===== config.mk =====
export PLATFORM = sky130hd
export DESIGN_NAME = hbp_output_stage
export DESIGN_NICKNAME = d
export VERILOG_FILES = /design/src/design/hbp_pkg.sv /design/src/design/hbp_output_stage.sv
export SDC_FILE = /design/constraint.sdc
export NUM_CORES = 1
export LEC_CHECK = 0
export BUFFER_PORTS_ARGS = -buffer_cell sky130_fd_sc_hd__buf_2
export CAP_MARGIN = 0
export CORE_MARGIN = 5
export CORE_UTILIZATION = 53
export DETAILED_ROUTE_END_ITERATION = 12
export GPL_ROUTABILITY_DRIVEN = 0
export PLACE_DENSITY = 0.77
export SYNTH_ARGS = -nofsm -noshare
export SYNTH_HDL_FRONTEND = slang
export SYNTH_SLANG_ARGS = --single-unit

===== constraint.sdc =====
create_clock -name i_ref_clk -period 3.38 [get_ports i_ref_clk]
set_input_delay 0 -clock i_ref_clk [delete_from_list [all_inputs] [get_ports i_ref_clk]]
set_output_delay 0 -clock i_ref_clk [all_outputs]
set_load 0.01 [all_outputs]

===== src/design/hbp_pkg.sv =====
package hbp_pkg;

    // ------------------------------------------------------------------
    // Register map (byte addresses, one 32-bit word each)
    // ------------------------------------------------------------------
    localparam logic [7:0] ADDR_CTRL   = 8'h00;
    localparam logic [7:0] ADDR_PERIOD = 8'h04;
    localparam logic [7:0] ADDR_CHCTL0 = 8'h08;
    localparam logic [7:0] ADDR_CHCTL1 = 8'h0c;
    localparam logic [7:0] ADDR_DUTY0  = 8'h10;
    localparam logic [7:0] ADDR_DUTY1  = 8'h14;
    localparam logic [7:0] ADDR_STATUS = 8'h18;

    // ------------------------------------------------------------------
    // Field positions and widths
    // ------------------------------------------------------------------
    localparam int CNT_W           = 11;
    localparam int CTRL_SHORT_BIT  = 0;
    localparam int CTRL_FW_BIT     = 1;
    localparam int CHCTL_ALIGN_LSB = 0;
    localparam int CHCTL_MODE_LSB  = 4;
    localparam int DUTY_SIGN_BIT   = 15;
    localparam int ST_ODD_LSB      = 12;
    localparam int ST_EFF_LSB      = 16;
    localparam int ST_PEND_BIT     = 20;

    // ------------------------------------------------------------------
    // Encodings
    // ------------------------------------------------------------------
    localparam logic [1:0] ALIGN_OFF    = 2'h0;
    localparam logic [1:0] ALIGN_LEFT   = 2'h1;
    localparam logic [1:0] ALIGN_RIGHT  = 2'h2;
    localparam logic [1:0] ALIGN_CENTER = 2'h3;
    localparam logic [1:0] MODE_HALF_N  = 2'h0;
    localparam logic [1:0] MODE_HALF_P  = 2'h1;
    localparam logic [1:0] MODE_FULL    = 2'h2;
    localparam logic [1:0] MODE_DUAL    = 2'h3;

    // Switch bit order: [0] a, [1] b, [2] c, [3] d
    localparam logic [3:0] SW_NONE   = 4'h0;
    localparam logic [3:0] SW_ALL    = 4'hf;
    localparam logic [3:0] SW_AB     = 4'h3;
    localparam logic [3:0] SW_CD     = 4'hc;
    localparam logic [3:0] SW_A      = 4'h1;
    localparam logic [3:0] SW_B      = 4'h2;
    localparam logic [3:0] SW_C      = 4'h4;
    localparam logic [3:0] SW_D      = 4'h8;
    localparam logic [3:0] SW_AD     = 4'h9;
    localparam logic [3:0] SW_BC     = 4'h6;
    localparam logic [3:0] SW_AC     = 4'h5;
    localparam logic [3:0] SW_BD     = 4'ha;

    typedef enum logic [1:0] {
        EFF_OFF  = 2'h0,
        EFF_HALF = 2'h1,
        EFF_FULL = 2'h3,
        EFF_DUAL = 2'h2
    } hbp_eff_type;

    typedef struct packed {
        logic pos_out;
        logic pos_oe;
        logic neg_out;
        logic neg_oe;
    } hbp_pin_type;

    typedef struct packed {
        logic [3:0] on;
        logic [3:0] ctl;
    } hbp_sw_type;

    typedef struct packed {
        logic                         ack;
        logic [31:0]                  rdat;
        logic                         short_mode;
        logic                         fw_sel;
        logic [CNT_W-1:0]             period;
        logic [CNT_W-1:0]             cnt;
        logic [1:0][1:0]              align;
        logic [1:0][1:0]              omode;
        logic [1:0]                   sign;
        logic [1:0][CNT_W-1:0]        duty;
        logic [1:0]                   wsign;
        logic [1:0][CNT_W-1:0]        wduty;
        logic [1:0]                   odd_period;
        logic                         dual_pend;
        hbp_sw_type [1:0]             sw;
        hbp_pin_type [1:0]            pin;
    } hbp_state_type;

    localparam hbp_state_type RST_STATE = '0;

endpackage : hbp_pkg


===== src/design/hbp_output_stage.sv =====
`timescale 1ns/1ps

module hbp_output_stage (
    input  wire logic                     i_ref_clk,
    input  wire logic                     i_rst,
    input  wire logic                     i_wb_cyc,
    input  wire logic                     i_wb_stb,
    input  wire logic                     i_wb_we,
    input  wire logic [7:0]               i_wb_adr,
    input  wire logic [3:0]               i_wb_sel,
    input  wire logic [31:0]              i_wb_dat,
    output logic                          o_wb_ack,
    output logic [31:0]                   o_wb_dat,
    output hbp_pkg::hbp_pin_type [1:0]    o_pin,
    output hbp_pkg::hbp_sw_type [1:0]     o_sw
);

    // ------------------------------------------------------------------
    // State
    // ------------------------------------------------------------------
    hbp_pkg::hbp_state_type           st;
    hbp_pkg::hbp_state_type           next_st;
    hbp_pkg::hbp_eff_type             eff [2];
    logic [1:0]                       act;
    logic [1:0]                       load;
    logic [1:0]                       en;
    logic [1:0][3:0]                  sw_on_n;
    logic [1:0][3:0]                  sw_ctl_n;
    logic                             wr;
    logic                             ovf;
    logic [7:0]                       wadr;
    logic [1:0][31:0]                 duty_rd;
    logic [31:0]                      rd_word;

    assign wadr = {i_wb_adr[7:2], 2'h0};
    // Write commits on the edge where the master sees ack
    assign wr   = i_wb_cyc && i_wb_stb && i_wb_we && st.ack;
    assign ovf  = (st.period != '0) && (st.cnt >= st.period - 11'h001);

    // ------------------------------------------------------------------
    // Per-channel mode, phase and switch decode
    // ------------------------------------------------------------------
    for (genvar i = 0; i < 2; i++) begin : g_ch
        localparam int J = 1 - i;
        logic              right_phase;
        logic              left_act;
        logic              right_act;
        logic              dual_ok;

        assign en[i]       = st.align[i] != hbp_pkg::ALIGN_OFF;
        assign dual_ok     = en[0] && en[1] &&
                             st.omode[i] == hbp_pkg::MODE_DUAL &&
                             st.omode[J] == hbp_pkg::MODE_DUAL;
        assign right_phase = st.align[i] == hbp_pkg::ALIGN_RIGHT ||
                             (st.align[i] == hbp_pkg::ALIGN_CENTER &&
                              st.odd_period[i]);
        assign left_act    = st.wduty[i] > st.cnt;
        assign right_act   = ({1'b0, st.cnt} + {1'b0, st.wduty[i]}) >=
                             {1'b0, st.period};
        assign act[i]      = right_phase ? right_act : left_act;
        assign load[i]     = st.period == '0 || !en[i] ||
                             (ovf && eff[i] != hbp_pkg::EFF_DUAL) ||
                             (ovf && st.dual_pend);

        always_comb
        begin
            if (!en[i] || st.period == '0)
                eff[i] = hbp_pkg::EFF_OFF;
            else if (!st.omode[i][1])
                eff[i] = hbp_pkg::EFF_HALF;
            else if (dual_ok)
                eff[i] = hbp_pkg::EFF_DUAL;
            else
                eff[i] = hbp_pkg::EFF_FULL;
        end

        always_comb
        begin
            case (eff[i])
                hbp_pkg::EFF_HALF:
                begin
                    // Direction and freewheel play no part here
                    if (st.omode[i] == hbp_pkg::MODE_HALF_N)
                    begin
                        sw_ctl_n[i] = hbp_pkg::SW_CD;
                        sw_on_n[i]  = act[i] ? hbp_pkg::SW_D
                                             : hbp_pkg::SW_C;
                    end
                    else
                    begin
                        sw_ctl_n[i] = hbp_pkg::SW_AB;
                        sw_on_n[i]  = act[i] ? hbp_pkg::SW_B
                                             : hbp_pkg::SW_A;
                    end
                end
                hbp_pkg::EFF_FULL, hbp_pkg::EFF_DUAL:
                begin
                    sw_ctl_n[i] = hbp_pkg::SW_ALL;
                    if (act[i])
                        sw_on_n[i] = st.wsign[i] ? hbp_pkg::SW_BC
                                                 : hbp_pkg::SW_AD;
                    else
                        sw_on_n[i] = st.fw_sel ? hbp_pkg::SW_BD
                                               : hbp_pkg::SW_AC;
                end
                default:
                begin
                    sw_ctl_n[i] = hbp_pkg::SW_NONE;
                    sw_on_n[i]  = hbp_pkg::SW_NONE;
                end
            endcase
        end

        assign duty_rd[i] = st.short_mode ?
            {16'h0, st.sign[i], st.duty[i][8:2], 8'h00} :
            {16'h0, st.sign[i], 4'h0, st.duty[i]};
    end

    // ------------------------------------------------------------------
    // Read mux
    // ------------------------------------------------------------------
    always_comb
    begin
        case (wadr)
            hbp_pkg::ADDR_CTRL:
                rd_word = {30'h0, st.fw_sel, st.short_mode};
            hbp_pkg::ADDR_PERIOD:
                rd_word = {21'h0, st.period};
            hbp_pkg::ADDR_CHCTL0:
                rd_word = {26'h0, st.omode[0], 2'h0, st.align[0]};
            hbp_pkg::ADDR_CHCTL1:
                rd_word = {26'h0, st.omode[1], 2'h0, st.align[1]};
            hbp_pkg::ADDR_DUTY0:
                rd_word = duty_rd[0];
            hbp_pkg::ADDR_DUTY1:
                rd_word = duty_rd[1];
            hbp_pkg::ADDR_STATUS:
                rd_word = {11'h0, st.dual_pend, eff[1], eff[0], 2'h0,
                           st.odd_period, 1'b0, st.cnt};
            default:
                rd_word = 32'h0;
        endcase
    end

    // ------------------------------------------------------------------
    // Next state
    // ------------------------------------------------------------------
    always_comb
    begin
        next_st     = st;
        next_st.ack = i_wb_cyc && i_wb_stb && !st.ack;
        if (next_st.ack)
            next_st.rdat = rd_word;

        if (wr && wadr == hbp_pkg::ADDR_CTRL && i_wb_sel[0])
        begin
            next_st.short_mode = i_wb_dat[hbp_pkg::CTRL_SHORT_BIT];
            next_st.fw_sel     = i_wb_dat[hbp_pkg::CTRL_FW_BIT];
        end
        if (wr && wadr == hbp_pkg::ADDR_PERIOD)
        begin
            if (i_wb_sel[0])
                next_st.period[7:0]  = i_wb_dat[7:0];
            if (i_wb_sel[1])
                next_st.period[10:8] = i_wb_dat[10:8];
        end

        // Timer counter
        if (st.period == '0 || ovf)
            next_st.cnt = '0;
        else
            next_st.cnt = st.cnt + 11'h001;

        for (int k = 0; k < 2; k++)
        begin
            if (wr && i_wb_sel[0] &&
                wadr == (k == 0 ? hbp_pkg::ADDR_CHCTL0
                                : hbp_pkg::ADDR_CHCTL1))
            begin
                next_st.align[k] = i_wb_dat[hbp_pkg::CHCTL_ALIGN_LSB +: 2];
                next_st.omode[k] = i_wb_dat[hbp_pkg::CHCTL_MODE_LSB +: 2];
            end
            if (wr && wadr == (k == 0 ? hbp_pkg::ADDR_DUTY0
                                      : hbp_pkg::ADDR_DUTY1))
            begin
                if (st.short_mode)
                begin
                    if (i_wb_sel[1])
                    begin
                        next_st.sign[k] = i_wb_dat[hbp_pkg::DUTY_SIGN_BIT];
                        next_st.duty[k] = {2'h0, i_wb_dat[14:8], 2'h0};
                    end
                end
                else
                begin
                    // Byte halves land apart; only a full word is coherent
                    if (i_wb_sel[1])
                    begin
                        next_st.sign[k]       =
                            i_wb_dat[hbp_pkg::DUTY_SIGN_BIT];
                        next_st.duty[k][10:8] = i_wb_dat[10:8];
                    end
                    if (i_wb_sel[0])
                        next_st.duty[k][7:0] = i_wb_dat[7:0];
                end
            end

            // Center alignment restarts on an even period only when off
            if (!en[k])
                next_st.odd_period[k] = 1'b0;
            else if (ovf)
                next_st.odd_period[k] = !st.odd_period[k];

            if (load[k])
            begin
                next_st.wduty[k] = st.duty[k];
                next_st.wsign[k] = st.sign[k];
            end

            next_st.sw[k].on  = sw_on_n[k];
            next_st.sw[k].ctl = sw_ctl_n[k];
            // Pos pin from a (high) / b (low), neg pin from c / d
            next_st.pin[k].pos_out = sw_on_n[k][0];
            next_st.pin[k].pos_oe  = sw_ctl_n[k][0];
            next_st.pin[k].neg_out = sw_on_n[k][2];
            next_st.pin[k].neg_oe  = sw_ctl_n[k][2];
        end

        // Set wins over the overflow clear; odd write arms the pair
        if (ovf)
            next_st.dual_pend = 1'b0;
        if (wr && wadr == hbp_pkg::ADDR_DUTY1)
            next_st.dual_pend = 1'b1;
    end

    always_ff @(posedge i_ref_clk)
    begin
        if (i_rst)
            st <= hbp_pkg::RST_STATE;
        else
            st <= next_st;
    end

    assign o_wb_ack = st.ack;
    assign o_wb_dat = st.rdat;
    assign o_pin    = st.pin;
    assign o_sw     = st.sw;

    // ------------------------------------------------------------------
    // Assertions
    // ------------------------------------------------------------------
    logic                             odd_wr;

    assign odd_wr = wr && wadr == hbp_pkg::ADDR_DUTY1;
endmodule : hbp_output_stage


Word level (Yosys, flattened, before mapping)
Index checks and enable logic that the tools add are counted.
{"block": "word_totals", "input_bits": 49, "word_cells": 159, "register_bits": 140, "output_inout_bits": 57}
{"block": "classes", "reduce_logical": 57, "addsub": 4, "n_eq_ne": 21, "muxes": 34, "order_cmp": 5, "bitwise": 2}
{"operator": "$pmux W21 S7", "count": 1}
{"operator": "$mux W4", "count": 11}
{"operator": "$pmux W4 S2", "count": 4}
{"operator": "$mux W15", "count": 2}
{"operator": "$add A11 B11 Y12", "count": 2}
{"operator": "$ge A12 B11 Y1", "count": 2}
{"operator": "$logic_and A1 B1 Y1", "count": 23}
{"operator": "$gt A11 B11 Y1", "count": 2}
{"operator": "$mux W11", "count": 2}
{"operator": "$eq A2 B2 Y1 const B", "count": 10}
{"operator": "$eq A6 B3 Y1 const B", "count": 3}
{"operator": "$eq A6 B2 Y1 const B", "count": 2}
{"operator": "$mux W2", "count": 6}
{"operator": "$add A11 B1 Y11 const B", "count": 1}
{"operator": "$ge A11 B11 Y1", "count": 1}
{"operator": "$logic_not A11 Y1", "count": 1}
{"operator": "$reduce_bool A11 Y1", "count": 1}
{"operator": "$sub A11 B1 Y11 const B", "count": 1}
{"operator": "$reduce_or A2 Y1", "count": 5}
{"operator": "$logic_or A1 B1 Y1", "count": 9}
{"operator": "$logic_not A8 Y1", "count": 1}
{"operator": "$mux W8", "count": 1}
{"operator": "$reduce_and A2 Y1", "count": 4}
{"operator": "$reduce_bool A2 Y1", "count": 4}
{"operator": "9 further kinds", "count": 24}

Depth between registers and ports, before layout
{"block": "logic_depth", "ltp_word": 11, "depth_mapped": 15, "depth_no_buf": 15}

Least setup slack after synthesis
OpenSTA, ideal clock, no wires.
{"block": "synth_path", "path_kind": "reg-to-reg", "start": "reg st[85] (netlist bit)", "end": "reg st (netlist bit o_sw[4])", "synth_period_minus_slack_ns": 3.534, "slack_ns": -0.154, "arrival_time_ns": 3.396, "path_buffers": 0, "stages_incl_launch_ff": 14, "required_time_ns": 3.242, "setup_time_ns": 0.138, "path_cell_list": "dfxtp_1 > inv_1 > ha_1 > nand2b_1 > a21oi_1 > nor2_1 > o311a_1 > or3_1 > o311ai_1 > ha_1 > a2111oi_0 > o2111a_1 > a32oi_1 > mux2i_1"}
{"block": "synth_via", "elab_chain_len": 6, "word_cells_on_any_way": 8, "classes_between": "1 x add/sub; 2 x order compare; 5 x mux"}
{"item": "start, declared", "line_no": "hbp_output_stage.sv:21", "rtl": "hbp_pkg::hbp_state_type st;"}
{"item": "start signal, assigned", "line_no": "hbp_output_stage.sv:239", "rtl": "st <= hbp_pkg::RST_STATE;"}
{"item": "start signal, assigned", "line_no": "hbp_output_stage.sv:241", "rtl": "st <= next_st;"}
{"item": "$add A11 B11 Y12", "line_no": "hbp_output_stage.sv:58", "rtl": "assign right_act = ({1'b0, st.cnt} + {1'b0, st.wduty[i]}) >="}
{"item": "$ge A12 B11 Y1", "line_no": "hbp_output_stage.sv:58"}
{"item": "$mux W1 (*)", "line_no": "hbp_output_stage.sv:60", "rtl": "assign act[i] = right_phase ? right_act : left_act;"}
{"item": "$mux W2", "line_no": "hbp_output_stage.sv:92", "rtl": "sw_on_n[i] = act[i] ? hbp_pkg::SW_B"}
{"item": "$mux W4", "line_no": "hbp_output_stage.sv:83", "rtl": "if (st.omode[i] == hbp_pkg::MODE_HALF_N)"}
{"item": "$pmux W4 S2 (*)", "line_no": "hbp_output_stage.sv:79", "rtl": "case (eff[i])"}
Every way passes the cells marked *; elsewhere a longest branch is shown, timed or not.
A chain may end at the register's enable or synchronous reset.

Final worst setup path
{"block": "layout_path", "start": "reg st[83] (netlist bit)", "end": "reg st (netlist bit o_sw[6])"}
{"block": "layout_via", "elab_chain_len": 6, "word_cells_on_any_way": 8, "classes_between": "1 x add/sub; 2 x order compare; 5 x mux"}
{"item": "$add A11 B11 Y12", "line_no": "hbp_output_stage.sv:58"}
{"item": "$ge A12 B11 Y1", "line_no": "hbp_output_stage.sv:58"}
{"item": "$mux W1 (*)", "line_no": "hbp_output_stage.sv:60"}
{"item": "$mux W4", "line_no": "hbp_output_stage.sv:86", "rtl": "sw_on_n[i] = act[i] ? hbp_pkg::SW_D"}
{"item": "$mux W4", "line_no": "hbp_output_stage.sv:83"}
{"item": "$pmux W4 S2 (*)", "line_no": "hbp_output_stage.sv:79"}
Marked as above.

==> results.md <==
- Largest net degree at the start of global routing: slightly above 70
- Input/output buffers: 74
- Critical R2R Capture: o_sw[6]
- Pint: 2.69 mW
- Yosys reg bits: roughly 120
- Final Cell Area: 9800 um2
- Fill cells: between 1000 and 1500
- Outcome: completed
- Max-slew violation total from the final report: 0
- Max Cap Viol: 0
- CTS Root Cell: clkbuf_16
- Clk_lat worst skew: 420 ps
- P_sw: roughly 0.75 mW
- Diode count: 0
- Layout cells sized above 1: between 20% and 30%
- Complex-gate fraction of the synthesized area: 14.0%
- Num CTS Buffers: 17
- Synthesis Warnings: 0
- Io pins: 106
- Fin. Hold Viols: 0
- Minimum clock period: approximately 3400 ps
- Sequential fraction of the synthesis area: between 20 and 30%
- Worst r2r src: st[83]
- Peak supply drop: between 0.4 and 0.5 mV
- Synth Cell Area: between 8000 and 9000 um2
- CTS tree: yes
- FMAX: 297 MHz
- Initial antenna violation count: 0
- Cells after synthesis: 960
- WL final: roughly 25 mm
- Setup crit end kind: flop
- Avg Cell Area, Syn: 8.45 um2
- 1st-pass router iterations: 6
- Fin util: between 60 and 70%
- Row Count: between 40 and 50
- All-Layer GR Usage: 26.1%
- Net count, final: 1177
- Setup CP Type: reg -> reg
- RSZ-0062 raised after global routing: yes
- CP required: between 3000 and 4000 ps
- Area Growth Syn to Fin: 20.8%
- Largest family of logic cells by synthesized area: simple AND/OR/NAND/NOR gates
- Hold path depth: 5
- Number of routed nets with antenna violations: 0
- Grt ovf: 0
- Clk sinks: 117
- Slew HR: around a fifth
- CORE AREA: about 15000 um2
- Number of global-route vias before repair: around 7100
- Post-synth ARST share: 0%
- Slew @ Worst Pin: 1180 ps
- Hold endpoint: st[79]
- Max Root-Sink Buffers: 2
- Sequential power share: about two fifths
- Hold path start: i_wb_sel[0]
- Post-Synth Adder-Cell Area: between 10% and 20%
- Global-route wire length before repair: roughly 37 mm
- Placed cell area: approximately 8600 um2
- Power Dens Cells: roughly 350 nW/um2
- Clock skew: 11.0 ps
- HPWL Detailed: between 15 and 20 mm
- DRT iter0 DRCs: 850
- Die Wd: between 100 and 150 um
- Share of synthesized area spent on multiplexers: approximately a tenth
- Final setup fails: 0
- Synth Area in Simple Gates: 21.9%
- Commonest non-fill, non-tap cell in the layout: dfxtp_1
- Residual DRC: 0
- Fin crit share: just under 100%
- Commonest non-fill, non-tap cells in the layout: dfxtp_1 (108), nor2_1 (96), buf_2 (73), ha_1 (67), buf_4 (64)
- Vias per std cell: a little over 6
- Library cells used by synthesis: between 60 and 70
- Reg2Reg Depth: 13
- R2R setup slack: 20 ps
- Overall power: around 3.4 mW
- Post-synth EDFFs: 0
- H-tree depth: 4
- XOR/XNOR Fraction of Synth Area: ~3.5%
- Worst hold path type: in -> reg
- DIE AREA: between 15000 and 20000 um2
- Via Count: roughly 7500
- Clk network pwr share: around 56%
- Die Y: roughly 130 um
- Leak Pwr: about 4.2 nW
- Post-synth top flop: dfxtp_1
- Sw Ratio: between 20% and 30%
- Logic pwr share: under 10%
- Startpoint Class: flop
- Crit path DAT: approximately 3700 ps
- Initial Utilization: 53.8%
- CP Max Fanout: 4
- Clock Pin Slew Worst Setup and Hold Paths: 50 ps
- DR WL/cell: roughly 20 um
[cells in the mapped netlist (4+ instances only)]
library cell | instances | share of area, %
clkbuf_1 | 25 | 1.2
buf_4 | 59 | 5.5
a21o_1 | 4 | 0.37
o21a_1 | 6 | 0.56
a21oi_1 | 43 | 2.7
nor2_1 | 97 | 4.5
o21ai_0 | 31 | 1.9
nor3b_1 | 4 | 0.37
a31oi_1 | 7 | 0.54
a22o_1 | 7 | 0.76
nor3_1 | 20 | 1.2
nand3_1 | 34 | 2.1
a221oi_1 | 5 | 0.54
o31ai_1 | 4 | 0.37
nor2b_1 | 19 | 1.5
a22oi_1 | 20 | 1.9
o211ai_1 | 7 | 0.65
nand4_1 | 6 | 0.46
dfxtp_1 | 117 | 29
a2111oi_0 | 5 | 0.54
nand2b_1 | 56 | 4.3
ha_1 | 79 | 12
xnor2_1 | 27 | 2.9
buf_2 | 14 | 0.86
nor4_1 | 6 | 0.46
inv_1 | 40 | 1.9
mux2_2 | 12 | 1.7
mux2i_1 | 63 | 7.8
and3_1 | 7 | 0.54
nand2_1 | 56 | 2.6
nand3b_1 | 6 | 0.56
xor2_1 | 5 | 0.54
a211o_1 | 4 | 0.43
a211oi_1 | 7 | 0.65
or2_2 | 4 | 0.31
[worst max-delay path, cell delays in order (launching register included)]
cell and delay [ps]:
dfxtp_4 370, ha_4 140, fa_2 230, nand2b_4 60, a21oi_2 130, nor2_2 70, o311a_1 360, or3_4 360
o311ai_4 260, ha_4 260, a2111oi_4 340, o2111a_1 280, a32oi_4 180, mux2i_1 190
[metal layers]
metal  vias up  global-route usage [%]  share of wire [%]
met5         -                       0                  0
met4         0                    11.8                4.5
met3        96                    6.16                9.5
met2       409                    40.1                 46
met1      3542                    34.9                 40
li1       3494                       -                  -
[timing repair]
item | CTS | global route
buffers inserted | 0 | 6
setup endpoints to repair | 6 | 43
hold endpoints to repair | 30 | 0
resized for setup | 9 | 58
pin swaps | 4 | 23
hold buffers | 16 | 0
[power groups by stage]
stage	combinational, mW	sequential (mW)	clock (mW)
after floorplan	0.0736	1.41	0
after global placement	0.100	1.41	0
after detailed placement	0.101	1.41	0
after CTS	0.115	1.38	1.94
after global routing	0.128	1.38	2.02
final	0.119	1.38	1.94
[kinds of logic (layout without fill, tap and decap cells)]
group,Yosys count,after routing
and+or+nand+nor,345,345
AOI/OAI and AO/OA,168,168
buffers and inverters,141,231
DFF,117,117
adders and majority gates,81,81
muxes,75,75
xor gates and xnor gates,32,32
other,1,11
[how the worst max path moves through the flow]
stage | cells past startpoint | from | slack (ps) | to
6_report | 13 | st[83] | 20 | o_sw[6]
5_1_grt | 12 | st[87] | -180 | o_sw[12]
4_1_cts | 13 | st[83] | -10 | o_sw[6]
3_5_place_dp | 13 | st[83] | -210 | o_sw[6]
3_3_place_gp | 13 | st[83] | -50 | o_sw[4]
2_1_floorplan | 13 | st[85] | 2 | o_sw[4]
[sequential cells by signal, summed over array words and instances (netlist names)]
register	flops
o_wb_ack	1
st	83
o_wb_dat	21
o_sw	12
[through the flow]
| step | setup WS, ps | hold WS (ps) | TNS, ps | instances |
|---|---|---|---|---|
| finish | 18.5 | 48.0 | 0 | 1248 |
| global route | -182 | 59.6 | -1140 | 1248 |
| CTS | -12.1 | 30.5 | -12.1 | 1242 |
| detailed placement | -207 | 255 | -800 | 1194 |
| global placement | -45.5 | 248 | -179 | 1194 |
| floorplan | 1.89 | 106 | 0 | 970 |
[cell type report]
class | count | area (um2) | area share, %
clock inverters | 13 | 194 | 1.98
well taps | 188 | 235 | 2.40
inverters | 40 | 150 | 1.53
repair buffers | 159 | 1090 | 11.1
clock buffers | 19 | 443 | 4.52
flip-flops and latches | 117 | 2360 | 24.1
multi-input cells | 712 | 5330 | 54.4
Power figures use the tool's default switching activity.
